## config.mk

```make
export PLATFORM = sky130hd
export DESIGN_NAME = tcm_mode_irq
export DESIGN_NICKNAME = d
export VERILOG_FILES = /design/src/design/tcm_pkg.sv /design/src/design/tcm_mem_if.sv /design/src/design/tcm_mode_irq.sv /design/src/design/tcm_capture_mem.sv
export SDC_FILE = /design/constraint.sdc
export NUM_CORES = 1
export LEC_CHECK = 0
export ABC_AREA = 1
export ABC_CLOCK_PERIOD_IN_PS = 5500
export BUFFER_PORTS_ARGS = -buffer_cell sky130_fd_sc_hd__buf_4
export CAP_MARGIN = 5
export CORE_MARGIN = 5
export CORE_UTILIZATION = 55
export CTS_CLUSTER_SIZE = 28
export DETAILED_ROUTE_END_ITERATION = 6
export MAX_ROUTING_LAYER = met4
export PLACE_DENSITY = 0.71
export SETUP_SLACK_MARGIN = 0.4
export SLEW_MARGIN = 5
export SYNTH_ARGS = -nofsm -noshare
export SYNTH_HDL_FRONTEND = slang
export SYNTH_SLANG_ARGS = --single-unit
```

## constraint.sdc

```tcl
create_clock -name clock -period 5.5 [get_ports clock]
set_clock_uncertainty 0.15 [all_clocks]
set_input_delay 0.55 -clock clock [delete_from_list [all_inputs] [get_ports clock]]
set_output_delay 0.55 -clock clock [all_outputs]
set_load 0.03 [all_outputs]
```

## src/design/tcm_pkg.sv

```systemverilog
// Purpose: Constants for the timer channel module mode and interrupt block
// Assumes: 8-bit register port, six channel modules, two counters
// Notes:   Modules 0-2 use counter 0, modules 3-5 use counter 1
package tcm_pkg;

    localparam int NUM_MOD = 6;
    localparam int ADDR_W  = 6;
    localparam int CNT_W   = 16;

    // =====================================================
    // Register offsets
    localparam logic [5:0] ADDR_MODE0    = 6'h00;
    localparam logic [5:0] ADDR_STATUS   = 6'h06;
    localparam logic [5:0] ADDR_MASK     = 6'h07;
    localparam logic [5:0] ADDR_CTRL0    = 6'h08;
    localparam logic [5:0] ADDR_CTRL1    = 6'h09;
    localparam logic [5:0] ADDR_CNT_BASE = 6'h0a;
    localparam logic [5:0] ADDR_CMP_BASE = 6'h10;
    localparam logic [5:0] ADDR_CAP_BASE = 6'h20;

    // =====================================================
    // Field positions
    localparam int MODE_IRQ_EN_BIT   = 7;
    localparam int MODE_COMP_EN_BIT  = 6;
    localparam int MODE_CAP_RISE_BIT = 5;
    localparam int MODE_CAP_FALL_BIT = 4;
    localparam int MODE_MATCH_BIT    = 3;
    localparam int MODE_TOGGLE_BIT   = 2;
    localparam int CTRL_RUN_BIT      = 6;
    localparam int CTRL_OVF_IRQ_BIT  = 5;
    localparam int CTRL_PWM_WIDE_BIT = 2;
    localparam int STAT_OVF0_BIT     = 3;
    localparam int STAT_OVF1_BIT     = 7;

    // =====================================================
    // Reset values
    localparam logic [7:0] MODE_RESET   = 8'h00;
    localparam logic [7:0] STATUS_RESET = 8'h00;
    localparam logic [7:0] MASK_RESET   = 8'hff;
    localparam logic [7:0] CTRL_RESET   = 8'h00;

    typedef enum logic [1:0] {
        PWM_OFF   = 2'h0,
        PWM_8FIX  = 2'h1,
        PWM_8PROG = 2'h2,
        PWM_WIDE  = 2'h3
    } tcm_pwm_e;

    // Status bit of a channel module: 0,1,2 then 4,5,6
    function automatic logic [2:0] tcm_flag_pos(input int idx);
        tcm_flag_pos = (idx < 3) ? 3'(idx) : 3'(idx + 1);
    endfunction

    // Address falls in a block of six lo/hi byte pairs
    function automatic logic tcm_in_pairs(input logic [5:0] a, input logic [5:0] base);
        tcm_in_pairs = (a >= base) && (a < 6'(base + 6'h0c));
    endfunction

endpackage

```

## src/design/tcm_mem_if.sv

```systemverilog
`timescale 1ns/100ps
// Purpose: Carrier between the control logic and the capture memory
// Assumes: One clock domain
// Notes:   Read result doubles as the register port read data
interface tcm_mem_if;
    logic             en;
    logic [5:0]       we;
    logic [5:0][15:0] wdata;
    logic             rd_stb;
    logic             cap_sel;
    logic [2:0]       cap_idx;
    logic             cap_hi;
    logic [7:0]       bypass;
    logic [7:0]       rdata;

    modport ctrl (output en, we, wdata, rd_stb, cap_sel, cap_idx, cap_hi, bypass, input rdata);
    modport mem  (input en, we, wdata, rd_stb, cap_sel, cap_idx, cap_hi, bypass, output rdata);
endinterface

```

## src/design/tcm_mode_irq.sv

```systemverilog
`timescale 1ns/100ps
// Purpose: Six channel modules with mode control, two counters, one interrupt
// Assumes: Pin inputs synchronous to clock; software owns the register port
// Notes:   Capture words and the read data flop sit in tcm_capture_mem; all else is flops here
module tcm_mode_irq
    import tcm_pkg::*;
(
    // Clock, reset, enable
    input  wire logic         clock,
    input  wire logic         rst_n,
    input  wire logic         clock_en,
    // Register port
    input  wire logic [5:0]   addr,
    input  wire logic [7:0]   wr_data,
    input  wire logic         wr_stb,
    input  wire logic         rd_stb,
    output logic      [7:0]   rd_data,
    // Channel module pins
    input  wire logic [5:0]   module_io_pin_in,
    output logic      [5:0]   module_io_pin_out,
    output logic      [5:0]   module_io_pin_oe_n,
    // Interrupt
    output logic              irq
);

    // =====================================================
    // State
    logic [5:0][7:0]   mode;
    logic [5:0][15:0]  compare;
    logic [5:0][7:0]   prog_div;
    logic [1:0][7:0]   ctrl;
    logic [1:0][15:0]  count;
    logic [1:0]        count_moved;
    logic [7:0]        status;
    logic [7:0]        mask;
    logic [5:0]        pin_prev;
    logic [5:0]        pin_q;
    logic [5:0]        oe_n_q;
    logic              irq_q;

    tcm_mem_if mem_bus ();

    // =====================================================
    // Address decode
    wire       mode_hit   = addr < 6'(ADDR_MODE0 + 6'(NUM_MOD));
    wire [2:0] mode_idx   = addr[2:0];
    wire       cmp_hit    = tcm_in_pairs(addr, ADDR_CMP_BASE);
    wire [5:0] cmp_off    = 6'(addr - ADDR_CMP_BASE);
    wire       cap_hit    = tcm_in_pairs(addr, ADDR_CAP_BASE);
    wire [5:0] cap_off    = 6'(addr - ADDR_CAP_BASE);
    wire       cnt_hit    = (addr >= ADDR_CNT_BASE) && (addr < 6'(ADDR_CNT_BASE + 6'h04));
    wire [5:0] cnt_off    = 6'(addr - ADDR_CNT_BASE);
    wire       wr_mode    = wr_stb && mode_hit;
    wire       wr_cmp     = wr_stb && cmp_hit;
    wire       wr_status  = wr_stb && (addr == ADDR_STATUS);
    wire       wr_mask    = wr_stb && (addr == ADDR_MASK);
    wire       wr_ctrl0   = wr_stb && (addr == ADDR_CTRL0);
    wire       wr_ctrl1   = wr_stb && (addr == ADDR_CTRL1);
    wire [7:0] status_clr = wr_status ? wr_data : 8'h00;

    // =====================================================
    // Counters: modules 0-2 follow counter 0, modules 3-5 counter 1
    logic [1:0]        cnt_run;
    logic [1:0]        cnt_ovf;
    logic [1:0][15:0]  next_count;

    always_comb
    begin
        for (int k = 0; k < 2; k++)
        begin
            cnt_run[k]    = ctrl[k][CTRL_RUN_BIT];
            cnt_ovf[k]    = cnt_run[k] && (count[k] == 16'hffff);
            next_count[k] = cnt_run[k] ? 16'(count[k] + 16'h0001) : count[k];
        end
    end

    // =====================================================
    // Channel module behaviour
    logic [5:0]        rise;
    logic [5:0]        fall;
    logic [5:0]        capture;
    logic [5:0]        match;
    logic [5:0]        pwm_hi;
    logic [5:0]        next_pin;
    logic [5:0]        next_oe_n;
    logic [5:0][7:0]   next_prog_div;
    logic [5:0][15:0]  cap_word;
    logic [7:0]        flag_set;
    logic [7:0]        irq_gate;

    always_comb
    begin
        flag_set = 8'h00;
        irq_gate = 8'h00;
        for (int i = 0; i < NUM_MOD; i++)
        begin
            logic [15:0] cnt;
            logic        moved;
            logic        wide10;
            tcm_pwm_e    pwm;
            cnt     = count[i / 3];
            moved   = count_moved[i / 3];
            wide10  = ctrl[i / 3][CTRL_PWM_WIDE_BIT];
            pwm     = tcm_pwm_e'(mode[i][1:0]);
            rise[i] = module_io_pin_in[i] && !pin_prev[i];
            fall[i] = !module_io_pin_in[i] && pin_prev[i];
            cap_word[i] = cnt;
            capture[i]  = (mode[i][MODE_CAP_RISE_BIT] && rise[i])
                       || (mode[i][MODE_CAP_FALL_BIT] && fall[i]);
            // Match counts only once per counter step, not while stopped
            match[i] = mode[i][MODE_COMP_EN_BIT] && moved
                    && (cnt == compare[i]) && (pwm == PWM_OFF);
            if (match[i] || capture[i])
                flag_set[tcm_flag_pos(i)] = capture[i]
                                         || mode[i][MODE_MATCH_BIT];
            irq_gate[tcm_flag_pos(i)] = mode[i][MODE_IRQ_EN_BIT];

            // Programmable frequency: private divider wraps at compare high byte
            next_prog_div[i] = prog_div[i];
            if (moved)
                next_prog_div[i] = (prog_div[i] >= compare[i][15:8]) ? 8'h00
                                 : 8'(prog_div[i] + 8'h01);

            case (pwm)
                PWM_8FIX:  pwm_hi[i] = cnt[7:0] < compare[i][7:0];
                PWM_8PROG: pwm_hi[i] = prog_div[i] < compare[i][7:0];
                PWM_WIDE:  pwm_hi[i] = wide10 ? (cnt[9:0] < compare[i][9:0])
                                              : (cnt < compare[i]);
                default:   pwm_hi[i] = 1'b0;
            endcase

            // Pin holds its level unless toggling or a live PWM drives it
            if (pwm != PWM_OFF)
                next_pin[i] = mode[i][MODE_COMP_EN_BIT] ? pwm_hi[i] : pin_q[i];
            else
                next_pin[i] = pin_q[i] ^ (match[i] && mode[i][MODE_TOGGLE_BIT]);
            next_oe_n[i] = !((pwm != PWM_OFF) || mode[i][MODE_TOGGLE_BIT]);
        end
        flag_set[STAT_OVF0_BIT] = cnt_ovf[0];
        flag_set[STAT_OVF1_BIT] = cnt_ovf[1];
        irq_gate[STAT_OVF0_BIT] = ctrl[0][CTRL_OVF_IRQ_BIT];
        irq_gate[STAT_OVF1_BIT] = ctrl[1][CTRL_OVF_IRQ_BIT];
    end

    // =====================================================
    // Status and interrupt
    // Set beats a write-one clear landing in the same cycle
    wire [7:0] next_status = (status & ~status_clr) | flag_set;
    wire       next_irq    = |(status & mask & irq_gate);

    // =====================================================
    // Readback byte for everything but capture words
    logic [7:0] read_byte;

    always_comb
    begin
        read_byte = 8'h00;
        if (mode_hit)
            read_byte = mode[mode_idx];
        else if (addr == ADDR_STATUS)
            read_byte = status;
        else if (addr == ADDR_MASK)
            read_byte = mask;
        else if (addr == ADDR_CTRL0)
            read_byte = ctrl[0];
        else if (addr == ADDR_CTRL1)
            read_byte = ctrl[1];
        else if (cnt_hit)
            read_byte = cnt_off[0] ? count[cnt_off[1]][15:8] : count[cnt_off[1]][7:0];
        else if (cmp_hit)
            read_byte = cmp_off[0] ? compare[cmp_off[3:1]][15:8] : compare[cmp_off[3:1]][7:0];
    end

    // =====================================================
    // Capture memory
    assign mem_bus.en      = clock_en;
    assign mem_bus.we      = capture;
    assign mem_bus.wdata   = cap_word;
    assign mem_bus.rd_stb  = rd_stb;
    assign mem_bus.cap_sel = cap_hit;
    assign mem_bus.cap_idx = cap_off[3:1];
    assign mem_bus.cap_hi  = cap_off[0];
    assign mem_bus.bypass  = read_byte;

    tcm_capture_mem u_mem (
        .clock (clock),
        .rst_n (rst_n),
        .port  (mem_bus.mem)
    );

    // =====================================================
    // Software registers
    always_ff @(posedge clock or negedge rst_n)
    begin
        if (!rst_n)
        begin
            mode <= {NUM_MOD{MODE_RESET}};
            mask <= MASK_RESET;
            ctrl <= {2{CTRL_RESET}};
        end
        else if (clock_en)
        begin
            if (wr_mode)
                mode[mode_idx] <= wr_data;
            if (wr_mask)
                mask <= wr_data;
            if (wr_ctrl0)
                ctrl[0] <= wr_data;
            if (wr_ctrl1)
                ctrl[1] <= wr_data;
        end
    end

    always_ff @(posedge clock or negedge rst_n)
    begin
        if (!rst_n)
            compare <= '0;
        else if (clock_en && wr_cmp)
        begin
            if (cmp_off[0])
                compare[cmp_off[3:1]][15:8] <= wr_data;
            else
                compare[cmp_off[3:1]][7:0] <= wr_data;
        end
    end

    // =====================================================
    // Counters and per-module state
    always_ff @(posedge clock or negedge rst_n)
    begin
        if (!rst_n)
        begin
            count       <= '0;
            count_moved <= 2'h0;
            prog_div    <= '0;
        end
        else if (clock_en)
        begin
            count       <= next_count;
            count_moved <= cnt_run;
            prog_div    <= next_prog_div;
        end
    end

    always_ff @(posedge clock or negedge rst_n)
    begin
        if (!rst_n)
        begin
            status   <= STATUS_RESET;
            pin_prev <= 6'h00;
            pin_q    <= 6'h00;
            oe_n_q   <= 6'h3f;
            irq_q    <= 1'b0;
        end
        else if (clock_en)
        begin
            status   <= next_status;
            pin_prev <= module_io_pin_in;
            pin_q    <= next_pin;
            oe_n_q   <= next_oe_n;
            irq_q    <= next_irq;
        end
    end

    // =====================================================
    // Outputs, each straight from a flop
    assign rd_data            = mem_bus.rdata;
    assign module_io_pin_out  = pin_q;
    assign module_io_pin_oe_n = oe_n_q;
    assign irq                = irq_q;

endmodule

```

## src/design/tcm_capture_mem.sv

```systemverilog
`timescale 1ns/100ps
// Purpose: Six 16-bit capture words with a registered read port
// Assumes: Writes from capture events only, one per word per cycle
// Notes:   Read register also carries the other register readback
module tcm_capture_mem
    import tcm_pkg::*;
(
    // Clock and reset
    input  wire logic clock,
    input  wire logic rst_n,
    // Control side
    tcm_mem_if.mem    port
);

    logic [15:0] word [NUM_MOD];

    // =====================================================
    // Storage
    always_ff @(posedge clock or negedge rst_n)
    begin
        if (!rst_n)
        begin
            for (int i = 0; i < NUM_MOD; i++)
                word[i] <= 16'h0000;
        end
        else if (port.en)
        begin
            for (int i = 0; i < NUM_MOD; i++)
                if (port.we[i])
                    word[i] <= port.wdata[i];
        end
    end

    // =====================================================
    // Read port: data stand only in the cycle after the strobe
    wire [15:0] sel_word  = word[port.cap_idx];
    wire [7:0]  cap_byte  = port.cap_hi ? sel_word[15:8] : sel_word[7:0];
    wire [7:0]  next_read = !port.rd_stb ? 8'h00 : (port.cap_sel ? cap_byte : port.bypass);

    always_ff @(posedge clock or negedge rst_n)
    begin
        if (!rst_n)
            port.rdata <= 8'h00;
        else if (port.en)
            port.rdata <= next_read;
    end

endmodule

```

# After elaboration in Yosys (flattened, before gate mapping)
# Index checks and enable logic that the tools add are counted.
# W data, S select, Z words.
[totals]
reg_bits = 381
in_bits = 25
out_inout_bits = 21
elab_cells = 348
[op_classes]
addsub = 11
order_cmp = 43
n_eq_ne = 36
muxes = 68
n_bitwise = 12
n_reduce_logical = 137
[op_table]
columns = ["cell", "n"]
rows = [
  ["$bwmux W96", 2],
  ["$mux W8", 22],
  ["$bmux W16 S3", 2],
  ["$demux W16 S3", 2],
  ["$eq A16 B16 Y1", 6],
  ["$lt A16 B16 Y1", 6],
  ["$lt A8 B8 Y1", 12],
  ["$mux W16", 6],
  ["$mux W96", 1],
  ["$logic_and A1 B1 Y1", 62],
  ["$lt A10 B10 Y1", 6],
  ["$add A8 B1 Y8 const B", 6],
  ["$bwmux W48", 1],
  ["$ge A8 B8 Y1", 6],
  ["$reduce_and A2 Y1", 20],
  ["$add A16 B1 Y16 const B", 2],
  ["$eq A16 B16 Y1 const B", 2],
  ["$and A8 B8 Y8", 3],
  ["$bmux W8 S3", 1],
  ["$demux W8 S3", 1],
  ["$eq A2 B2 Y1 const B", 12],
  ["$logic_or A1 B1 Y1", 24],
  ["$mux W1", 24],
  ["$logic_not A1 Y1", 18],
  ["other kinds (25)", 60],
]

# Logic depth before layout (Yosys ltp)
# Gate-level depths: netlist of run 1.
[logic_depth]
word_depth = 13
ltp_mapped = 18
ltp_nobuf = 16

# Modules after synthesis
# A second synthesis of run 1 with hierarchy kept.
[unflattened]
hier_cells = 3065
area_unflattened_um2 = 23697.7
[by_module_without_submodules]
columns = ["module", "n_inst", "cells_each", "area_each_um2", "seq_area_each_um2"]
rows = [
  ["tcm_mode_irq", 1, 2458, 18621.6, 6949.2],
  ["tcm_capture_mem", 1, 607, 5076.1, 2602.5],
]

# Least setup slack after synthesis of run 1
# Ideal clock, no wire load.
[synth_timing]
path_type = "input to register"
startpoint = "in addr[1]"
endpoint = "reg u_mem.port.rdata[5]"
setup_time_ps = 117
arrival_time_ps = 1766
t_required_ps = 5233
setup_slack_ps = 3467
cell_stages = 16
path_buffers = 2
cell_sequence = "buf_4 -> inv_2 -> nand2_4 -> nand2_1 -> nor2_4 -> buf_4 -> a21oi_1 -> nand2_1 -> nand3_1 -> nand2_1 -> nand2_1 -> nand3_1 -> nand2_1 -> nand2_1 -> nand2_1 -> nand2_1"
[synth_via]
elab_chain_cells = 13
elab_cells_between_ends = 39
classes_between = "3 x add/sub; 7 x order compare; 4 x eq/ne; 21 x mux; 1 x bitwise; 3 x reduce/logical"
[synth_lines]
columns = ["item", "line", "source"]
rows = [
  ["from (decl)", "tcm_mode_irq.sv:13", "input wire logic [5:0] addr,"],
  ["$sub A4 B1 Y4", "tcm_mode_irq.sv:48, tcm_mode_irq.sv:50", ""],
  ["$bmux W16 S3", "tcm_mode_irq.sv:171", "read_byte = cmp_off[0] ? compare[cmp_off[3:1]][15:8] : compare[cmp_off[3:1]][7:0];"],
  ["$mux W16 (not written as such)", "tcm_mode_irq.sv:171", ""],
  ["$mux W8", "tcm_mode_irq.sv:171", ""],
  ["$mux W8", "tcm_mode_irq.sv:170", "else if (cmp_hit)"],
  ["$mux W8", "tcm_mode_irq.sv:168", "else if (cnt_hit)"],
  ["$mux W8", "tcm_mode_irq.sv:166", "else if (addr == ADDR_CTRL1)"],
  ["$mux W8", "tcm_mode_irq.sv:164", "else if (addr == ADDR_CTRL0)"],
  ["$mux W8", "tcm_mode_irq.sv:162", "else if (addr == ADDR_MASK)"],
  ["$mux W8", "tcm_mode_irq.sv:160", "else if (addr == ADDR_STATUS)"],
  ["$mux W8", "tcm_mode_irq.sv:158", "if (mode_hit)"],
  ["$mux W8 * (2 in a row)", "tcm_capture_mem.sv:38", "wire [7:0] next_read = !port.rd_stb ? 8'h00 : (port.cap_sel ? cap_byte : port.bypass);"],
  ["to (signal assigned)", "tcm_capture_mem.sv:45", "port.rdata <= next_read;"],
  ["to (decl)", "tcm_mem_if.sv:17", "modport mem (input en, we, wdata, rd_stb, cap_sel, cap_idx, cap_hi, bypass, output rdata);"],
]
# Mark *: on every way between the ends. The rest lies on a longest branch, timed or not. The select of a mux whose other input is x is not followed.
# A chain may end at the register's enable or synchronous reset.

# Worst setup path in the final report of run 1
[layout_timing]
startpoint = "in addr[1]"
endpoint = "reg mode[27] (netlist name)"
[layout_via]
elab_chain_cells = 5
elab_cells_between_ends = 9
classes_between = "3 x order compare; 3 x mux; 3 x reduce/logical"
[layout_lines]
columns = ["item", "line", "source"]
rows = [
  ["$lt A3 B4 Y1 (not written as such) or $ge A3 B1 Y1 (tied branches)", "tcm_mode_irq.sv:204", "mode[mode_idx] <= wr_data;"],
  ["$logic_and A1 B1 Y1 (not written as such)", "tcm_mode_irq.sv:204", ""],
  ["$mux W8 (not written as such)", "tcm_mode_irq.sv:204", ""],
  ["$demux W8 S3", "tcm_mode_irq.sv:204", ""],
  ["$bwmux W48", "tcm_mode_irq.sv:204", ""],
  ["to (signal assigned)", "tcm_mode_irq.sv:197", "mode <= {NUM_MOD{MODE_RESET}};"],
  ["to (signal, indexed assignment)", "tcm_mode_irq.sv:204", ""],
  ["to (decl)", "tcm_mode_irq.sv:28", "logic [5:0][7:0] mode;"],
]
# Parallel ways exist; a longest one is shown, timed or not.

==> results of run 1 <==
-- flip-flops by register name, summed over array words and instances, names as in the netlist --
| name | count |
|---|---|
| ctrl | 14 |
| status | 8 |
| compare | 96 |
| module_io_pin_oe_n | 6 |
| pin_prev | 6 |
| count_moved | 2 |
| module_io_pin_out | 6 |
| u_mem.word | 96 |
| irq_gate | 6 |
| mode | 42 |
| cap_word | 32 |
| prog_div | 48 |
| mask | 8 |
| u_mem.port.rdata | 8 |
| cnt_run | 2 |
| irq | 1 |
-- final timing paths --
check                                  start                   end  slack (ps)  depth (start not counted)
worst min register to register   compare[14]           compare[14]         340                          2
max in group asynchronous              rst_n              mode[32]        3910                          3
worst max-delay path                 addr[1]              mode[27]        2270                          6
min in group asynchronous              rst_n           compare[24]         200                          2
worst max register to register  cap_word[51]  module_io_pin_out[3]        2780                         11
worst min-delay path              wr_data[3]           compare[27]          20                          3
-- per-stage QoR --
stage	hold slack, ps	worst slack, ps	instance area, µm²	util, %	power [mW]
6_report	21.11	2269	24670	60.55	8.630
5_1_grt	26.75	2031	24670	60.55	9.083
4_1_cts	7.793	2349	24670	60.55	8.605
3_5_place_dp	225.1	1748	23200	56.96	5.625
3_3_place_gp	224.6	1777	23200	56.96	5.529
2_1_floorplan	104.4	3467	22620	-	4.811
-- layout make-up --
class	count	area, µm²	share of cell area, %
Timing Repair Buffer	58	483.0	1.958
Tap cell	532	665.6	2.698
Clock inverter	22	240.2	0.9739
Clock buffer	58	1212	4.915
Inverter	290	1090	4.418
Sequential cell	381	9552	38.72
Multi-Input combinational cell	2079	11420	46.31
-- kinds of logic after synthesis --
group / share of synthesized area [%]
compound gates: 15.73
fa+ha+maj: 10.73
simple gates: 22.49
xor+xnor: 1.549
buf+inv: 7.283
flops: 42.22
-- worst register-to-register path: stages, from the launching register on --
cell and delay [ps]:
dfrtp_1 680, ha_1 460, nand2_1 60, nor2_1 140, nand4_1 100, nor3_1 440, nand3_1 130, nand2_1 100
o21ai_0 90, a21oi_1 150, nand2_1 60, o21ai_0 80
-- layout by cell type, fill, tap and decap left out, types with 8 or more instances in the layout --
master     count
o21ai_0      357
xor2_1        40
clkbuf_16     43
a21oi_1      189
nor2_1       153
o21ai_1       21
inv_1        278
nand3_1      162
nand2_2       10
buf_4         53
nand2_1      759
clkinv_2      10
dfrtp_1      367
nor3b_1       11
inv_2         10
nand4_1       23
a31oi_1       10
o21a_1        14
clkbuf_8       8
o22ai_1       20
a221o_1       16
dfstp_2       14
nor3_1        22
o31ai_1       17
ha_1         194
-- layer usage --
| layer | track usage (%) | vias to the layer above | part of all wire (%) |
|---|---|---|---|
| met5 | - | - | 0 |
| met4 | 12.89 | 0 | 4.1 |
| met3 | 8.728 | 215 | 11 |
| met2 | 53.14 | 1096 | 42 |
| met1 | 51.73 | 10010 | 43 |
| li1 | - | 9522 | - |
-- power groups by stage --
stage,Combinational (mW),Sequential [mW],Clock (mW)
finish,2.01,3.64,2.98
global route,2.28,3.65,3.14
CTS,1.99,3.61,3.01
detailed placement,1.97,3.65,0
global placement,1.88,3.65,0
floorplan,1.33,3.48,0
-- cells in the mapped netlist (4+ instances only) --
cell | instances | share of area, %
nand2_1 | 759 | 13
nor3_1 | 22 | 0.49
inv_1 | 278 | 4.6
clkbuf_1 | 68 | 1.1
dfrtp_1 | 367 | 41
o21a_1 | 14 | 0.46
o21ai_1 | 21 | 0.46
buf_4 | 14 | 0.46
dfstp_2 | 14 | 1.6
o21ai_0 | 357 | 7.9
nor3_2 | 5 | 0.22
nand2_4 | 5 | 0.25
a21oi_1 | 189 | 4.2
a221o_1 | 16 | 0.71
nand3_1 | 162 | 3.6
nor2_4 | 7 | 0.35
nor2_2 | 4 | 0.11
nor3b_1 | 11 | 0.37
ha_1 | 194 | 11
buf_2 | 26 | 0.58
inv_2 | 10 | 0.17
o2111ai_1 | 7 | 0.27
o22ai_1 | 20 | 0.55
nor2_1 | 153 | 2.5
xor2_1 | 40 | 1.5
nand2_2 | 10 | 0.28
o31ai_1 | 17 | 0.56
buf_6 | 5 | 0.25
nand4_1 | 23 | 0.64
a31oi_1 | 10 | 0.28
or2_0 | 4 | 0.11
==> summary.md, run 1 <==
| Metric | Value |
|---|---|
| Worst-Skew Late Latency | `600 ps` |
| Die area | `45290 µm²` |
| Post-DRT Antenna Nets | `0` |
| Cell Int Power | `5.587 mW` |
| Post-route DRC | `1` |
| Vias after detailed routing | `20.85k` |
| Row Count | `74` |
| Pin count of the biggest net entering global routing | `151` |
| Tot GR Track Use | `36.96%` |
| Mean routed wirelength per cell | `23.71 µm` |
| FFs w/ async S/R, synth | `100.0%` |
| Global-route wire length before repair | `122300 µm` |
| Via-per-instance ratio | `6.095` |
| Post CTS Setup Buffer Count | `0` |
| Max FO, Critical Path | `70` |
| Switch Pwr | `3.043 mW` |
| Avg Cell Area, Syn | `7.894 µm²` |
| CP endpoint kind | `flop` |
| Cell family with most CP delay | `simple AND/OR/NAND/NOR gates` |
| Clk pwr share | `34.5%` |
| Fillers | `3721` |
| Drt pass-1 iters | `7` |
| Total Routed Length | `81100 µm` |
| Critical Setup Path Class | `input pin to flop` |
| Post-CTS Resized | `0` |
| F_max | `309.5 MHz` |
| Placed cells | `3339` |
| Chip width | `212.8 µm` |
| # IOs | `46` |
| Die height | `212.8 µm` |
| Unrepaired setup endpoints after global routing | `no` |
| CTS H-Tree Depth | `2` |
| Syn nets | `3085` |
| Comb power frac | `23.3%` |
| Buf+Inv Stages, Crit Path | `2` |
| Setup violations, final | `0` |
| CTS tree | `yes` |
| Grt total ovfl | `0` |
| Post-Layout Cell Count | `3420` |
| Pleak | `11.85 nW` |
| Worst-case clock buffer depth | `3` |
| Mapped Cells | `2866` |
| Minimum clock period | `3231 ps` |
| Clk root buf | `clkbuf_16` |
| Yosys cell types | `51` |
| PortBufs | `45` |
| Ys Warns | `0` |
| PwrDens | `349.9 nW/µm²` |
| GP Congestion | `1.016` |
| Reg clk slew, reported paths | `60 ps` |
| #FFs+latches synth | `381` |
| Starting density of the core | `55.53%` |
| Tightest Hold Check Type | `input pin to flop` |
| Vias in the first global route | `19.81k` |
| Worst VDD drop | `0.0002692 V` |
| Nets@finish | `3072` |
| Failing checks | `design-rule violations` |
| Fin Setup TNS | `0 ps` |
| # hold bufs at CTS | `1` |
| Initial antenna violation count | `0` |
| Sw Ratio | `35.26%` |
| Worst endpoint required time | `5770 ps` |
| Worst slew margin | `16.29%` |
| Max cap viols | `0` |
| Worst path slowest cell | `nor2_4` |
| Layout cells sized above 1 | `6.891%` |
| Final hold viol count | `0` |
| Sink Count | `381` |
| Crit-path cells | `buf_4 -> inv_2 -> nor2_4 -> nand3_1 -> nand2_1 -> o21ai_0` |
| Worst endpoint data arrival time | `3500 ps` |
| Status | `finished with violations` |
| Worst Tran Pin Value | `1254 ps` |
| Max-slew violation count | `0` |
| Top FF cell, synth | `dfrtp_1` |
| CTS buffer count | `43` |
| EDFF count, synth | `0` |
| Sequential Power Share | `42.1%` |
| Initial DRC count | `2625` |
| Slowest stage delay, CP | `910 ps` |
| Core area | `40740 µm²` |
| Area grow syn2layout | `9.031%` |
| Antenna diodes | `0` |
| DPL Wire Length | `58720 µm` |
| Mapped Area | `22620 µm²` |
| Seq/Total Area, Yosys | `42.22%` |
| Worst setup SP type | `input pin` |
| Fin crit share | `58.74%` |
Power figures use the tool's default switching activity.
==> inputs of run 2 (changes only) <==
Settings changed: ABC_CLOCK_PERIOD_IN_PS 5500 to 3200.
Clock period 5.5 ns to 3.2 ns, I/O delays scaled along.
==> run 2 against run 1 <==
The flow now finishes without violations. Final cell count rose by 1.5%. Die area did not move. Register-to-register slack got worse by 2100 ps. Cell area rose by 1.8%. Non-clock buffer count rose by 52. Hold slack improved by 51 ps. Sequential cell count did not move. Clock-buffer cell count rose by 3. Global-route usage rose by 1.1 points. Sequential share of layout area fell by 0.70 points. Critical path type is now flop to flop.
==> summary.md, run 2 (synthesis results as in run 1) <==
| Metric | Value |
|---|---|
| FF-to-FF setup slack | `640 ps (-2140 ps)` |
| Initial DRC count | `2884 (+9.9%)` |
| Sequential Power Share | `41.7% (-0.4 points)` |
| Worst endpoint required time | `3500 ps (-2270 ps)` |
| Worst Tran Pin Value | `1071 ps (-183.4 ps)` |
| Register area | `9552 µm² (unchanged)` |
| Pin count of the biggest net entering global routing | `82 (-46%)` |
| PwrDens | `593.7 nW/µm² (+70%)` |
| Post-DRT Antenna Nets | `0 (unchanged)` |
| Global-route wire length before repair | `125800 µm (+2.9%)` |
| Nets@finish | `3124 (+1.7%)` |
| Status | `finished clean` |
| Minimum clock period | `2558 ps` |
| Max-slew violation count | `0 (unchanged)` |
| Setup slack after layout | `642.3 ps (-1627 ps)` |
| Worst VDD drop | `0.0005190 V (+93%)` |
| Crit-path cells | `ha_1 -> nand2_1 -> nor2_1 -> nand4_1 -> nor3_1 -> a21oi_1 -> o21ai_0 -> a21oi_1 -> nand2_1 -> o21ai_0` |
| Most common cell after layout, fill and taps aside | `nand2_1` |
| F_max | `391.0 MHz` |
| Switch Pwr | `5.108 mW (+68%)` |
| Comb power frac | `23.6% (+0.3 points)` |
| Buf+Inv Stages, Crit Path | `0 (-2)` |
| DPL Wire Length | `61940 µm (+5.5%)` |
| Hold EP | `pin_prev[1]` |
| Area grow syn2layout | `11.03%` |
| PortBufs | `45 (unchanged)` |
| Unrepaired setup endpoints after global routing | `no` |
| Sw Ratio | `34.25% (-1.0 points)` |
| Max FO, Critical Path | `7 (-90%)` |
| Fillers | `3679 (-1.1%)` |
| GP Congestion | `0.9930 (-2.2%)` |
| Worst Hold Launch | `clock_en` |
| Vias in the first global route | `20.18k (+1.9%)` |
| Core area | `40740 µm² (unchanged)` |
| Total Routed Length | `83540 µm (+3.0%)` |
| Mean routed wirelength per cell | `24.05 µm (+1.4%)` |
| Row Count | `74 (unchanged)` |
| Cell Int Power | `9.805 mW (+76%)` |
| Critical R2R Capture | `module_io_pin_out[3]` |
| Area of the multi-input gates | `11420 µm² (unchanged)` |
| Cell family with most CP delay | `simple AND/OR/NAND/NOR gates` |
| Grt total ovfl | `0 (unchanged)` |
| Total power | `14.91 mW (+73%)` |
| Commonest cells after routing, fill and taps aside | `759 x nand2_1, 367 x dfrtp_1, 357 x o21ai_0` |
| Initial antenna violation count | `4 (+4)` |
| Worst-Skew Late Latency | `570 ps (-30 ps)` |
| Die area | `45290 µm² (unchanged)` |
| Via-per-instance ratio | `6.097 (about the same)` |
| Setup violations, final | `0 (unchanged)` |
| Drt pass-1 iters | `6 (-1)` |
| Clk root buf | `clkbuf_16` |
| Chip width | `212.8 µm (unchanged)` |
| Reg clk slew, reported paths | `60 ps (about the same)` |
| Biggest registers after layout | `compare x96, u_mem.word x96, prog_div x48` |
| Post-CTS Resized | `0 (unchanged)` |
| Final hold viol count | `0 (unchanged)` |
| Critical Setup Path Class | `flop to flop` |
| Post-route DRC | `0 (-1)` |
| Post CTS Setup Buffer Count | `0 (unchanged)` |
| CTS tree | `yes` |
| Worst slack, placed | `505.7 ps (-1243 ps)` |
| Die height | `212.8 µm (unchanged)` |
| Hold Crit Depth | `3 (unchanged)` |
| Sink Count | `381 (unchanged)` |
| Max cap viols | `0 (unchanged)` |
| Layout cells sized above 1 | `7.828% (+0.94 points)` |
| Starting density of the core | `55.53% (unchanged)` |
| Fin crit share | `79.93%` |
| Worst-case clock buffer depth | `3 (unchanged)` |
| Clk pwr share | `34.6% (about the same)` |
| R2R cell count | `10 (-1)` |
| RR Startpoint | `cap_word[53]` |
| Slowest stage delay, CP | `600 ps (-310 ps)` |
| Worst path slowest cell | `dfrtp_1` |
| CP endpoint kind | `flop` |
| Tightest Hold Check Type | `input pin to flop` |
| Tot GR Track Use | `38.05% (+1.1 points)` |
| Vias after detailed routing | `21.18k (+1.6%)` |
| CTS H-Tree Depth | `2 (unchanged)` |
| Fin Setup TNS | `0 ps (unchanged)` |
| Pleak | `12.10 nW (+2.2%)` |
| # IOs | `46 (unchanged)` |
| Worst slew margin | `28.44% (+12 points)` |
| CTS buffer count | `43 (unchanged)` |
| Worst setup SP type | `flop` |
| Worst endpoint data arrival time | `2860 ps (-640 ps)` |
-- run 2: routing by layer --
layer | wire [µm] | vias up | global-route usage [%]
met3 | 8676 | 206 | 6.186
met5 | 0 | - | -
li1 | - | 9604 | -
met4 | 3588 | 0 | 14.24
met2 | 35920 | 1153 | 55.19
met1 | 35350 | 10210 | 54.21
-- run 2: tightest hold or removal path: stages --
cell and delay [ps]:
buf_4 240, nand2_1 90, o21ai_0 60
-- run 2: per-stage QoR --
step	utilization (%)	hold slack, ps	instances	cell area, µm²
after floorplan	-	-125.6	2866	22620
after global placement	57.72	225.1	3377	23520
after detailed placement	57.72	224.4	3377	23520
after CTS	61.64	37.13	3470	25110
after global routing	61.66	109.5	3473	25120
final	61.66	71.79	3473	25120
-- run 2: what timing repair did --
| action | CTS | global route |
|---|---|---|
| hold buffers | 15 | 0 |
| endpoints found under the hold margin | 85 | 0 |
| endpoints found under the setup margin | 0 | 0 |
-- run 2: area by class of cell --
| cell class | instances | share of cell area, % |
|---|---|---|
| Clock buffer | 61 | 4.792 |
| Antenna cell | 3 | 0.02989 |
| Timing Repair Buffer | 110 | 3.716 |
| Multi-Input combinational cell | 2079 | 45.48 |
| Sequential cell | 381 | 38.03 |
| Inverter | 290 | 4.339 |
| Tap cell | 532 | 2.650 |
| Clock inverter | 17 | 0.9663 |
-- run 2: power groups by stage --
stage / sequential, mW / combinational [mW] / clock [mW]
after floorplan: 5.99 / 2.28 / 0
after global placement: 6.25 / 3.29 / 0
after detailed placement: 6.25 / 3.45 / 0
after CTS: 6.18 / 3.49 / 5.21
after global routing: 6.26 / 3.99 / 5.42
final: 6.23 / 3.53 / 5.16
-- run 2: worst max path at each step --
stage,start,to,cells past startpoint
floorplan,cap_word[63],module_io_pin_out[3],10
global placement,addr[2],u_mem.port.rdata[6],15
detailed placement,addr[2],u_mem.port.rdata[2],15
CTS,cap_word[53],module_io_pin_out[3],10
global route,cap_word[53],module_io_pin_out[3],11
finish,cap_word[53],module_io_pin_out[3],10
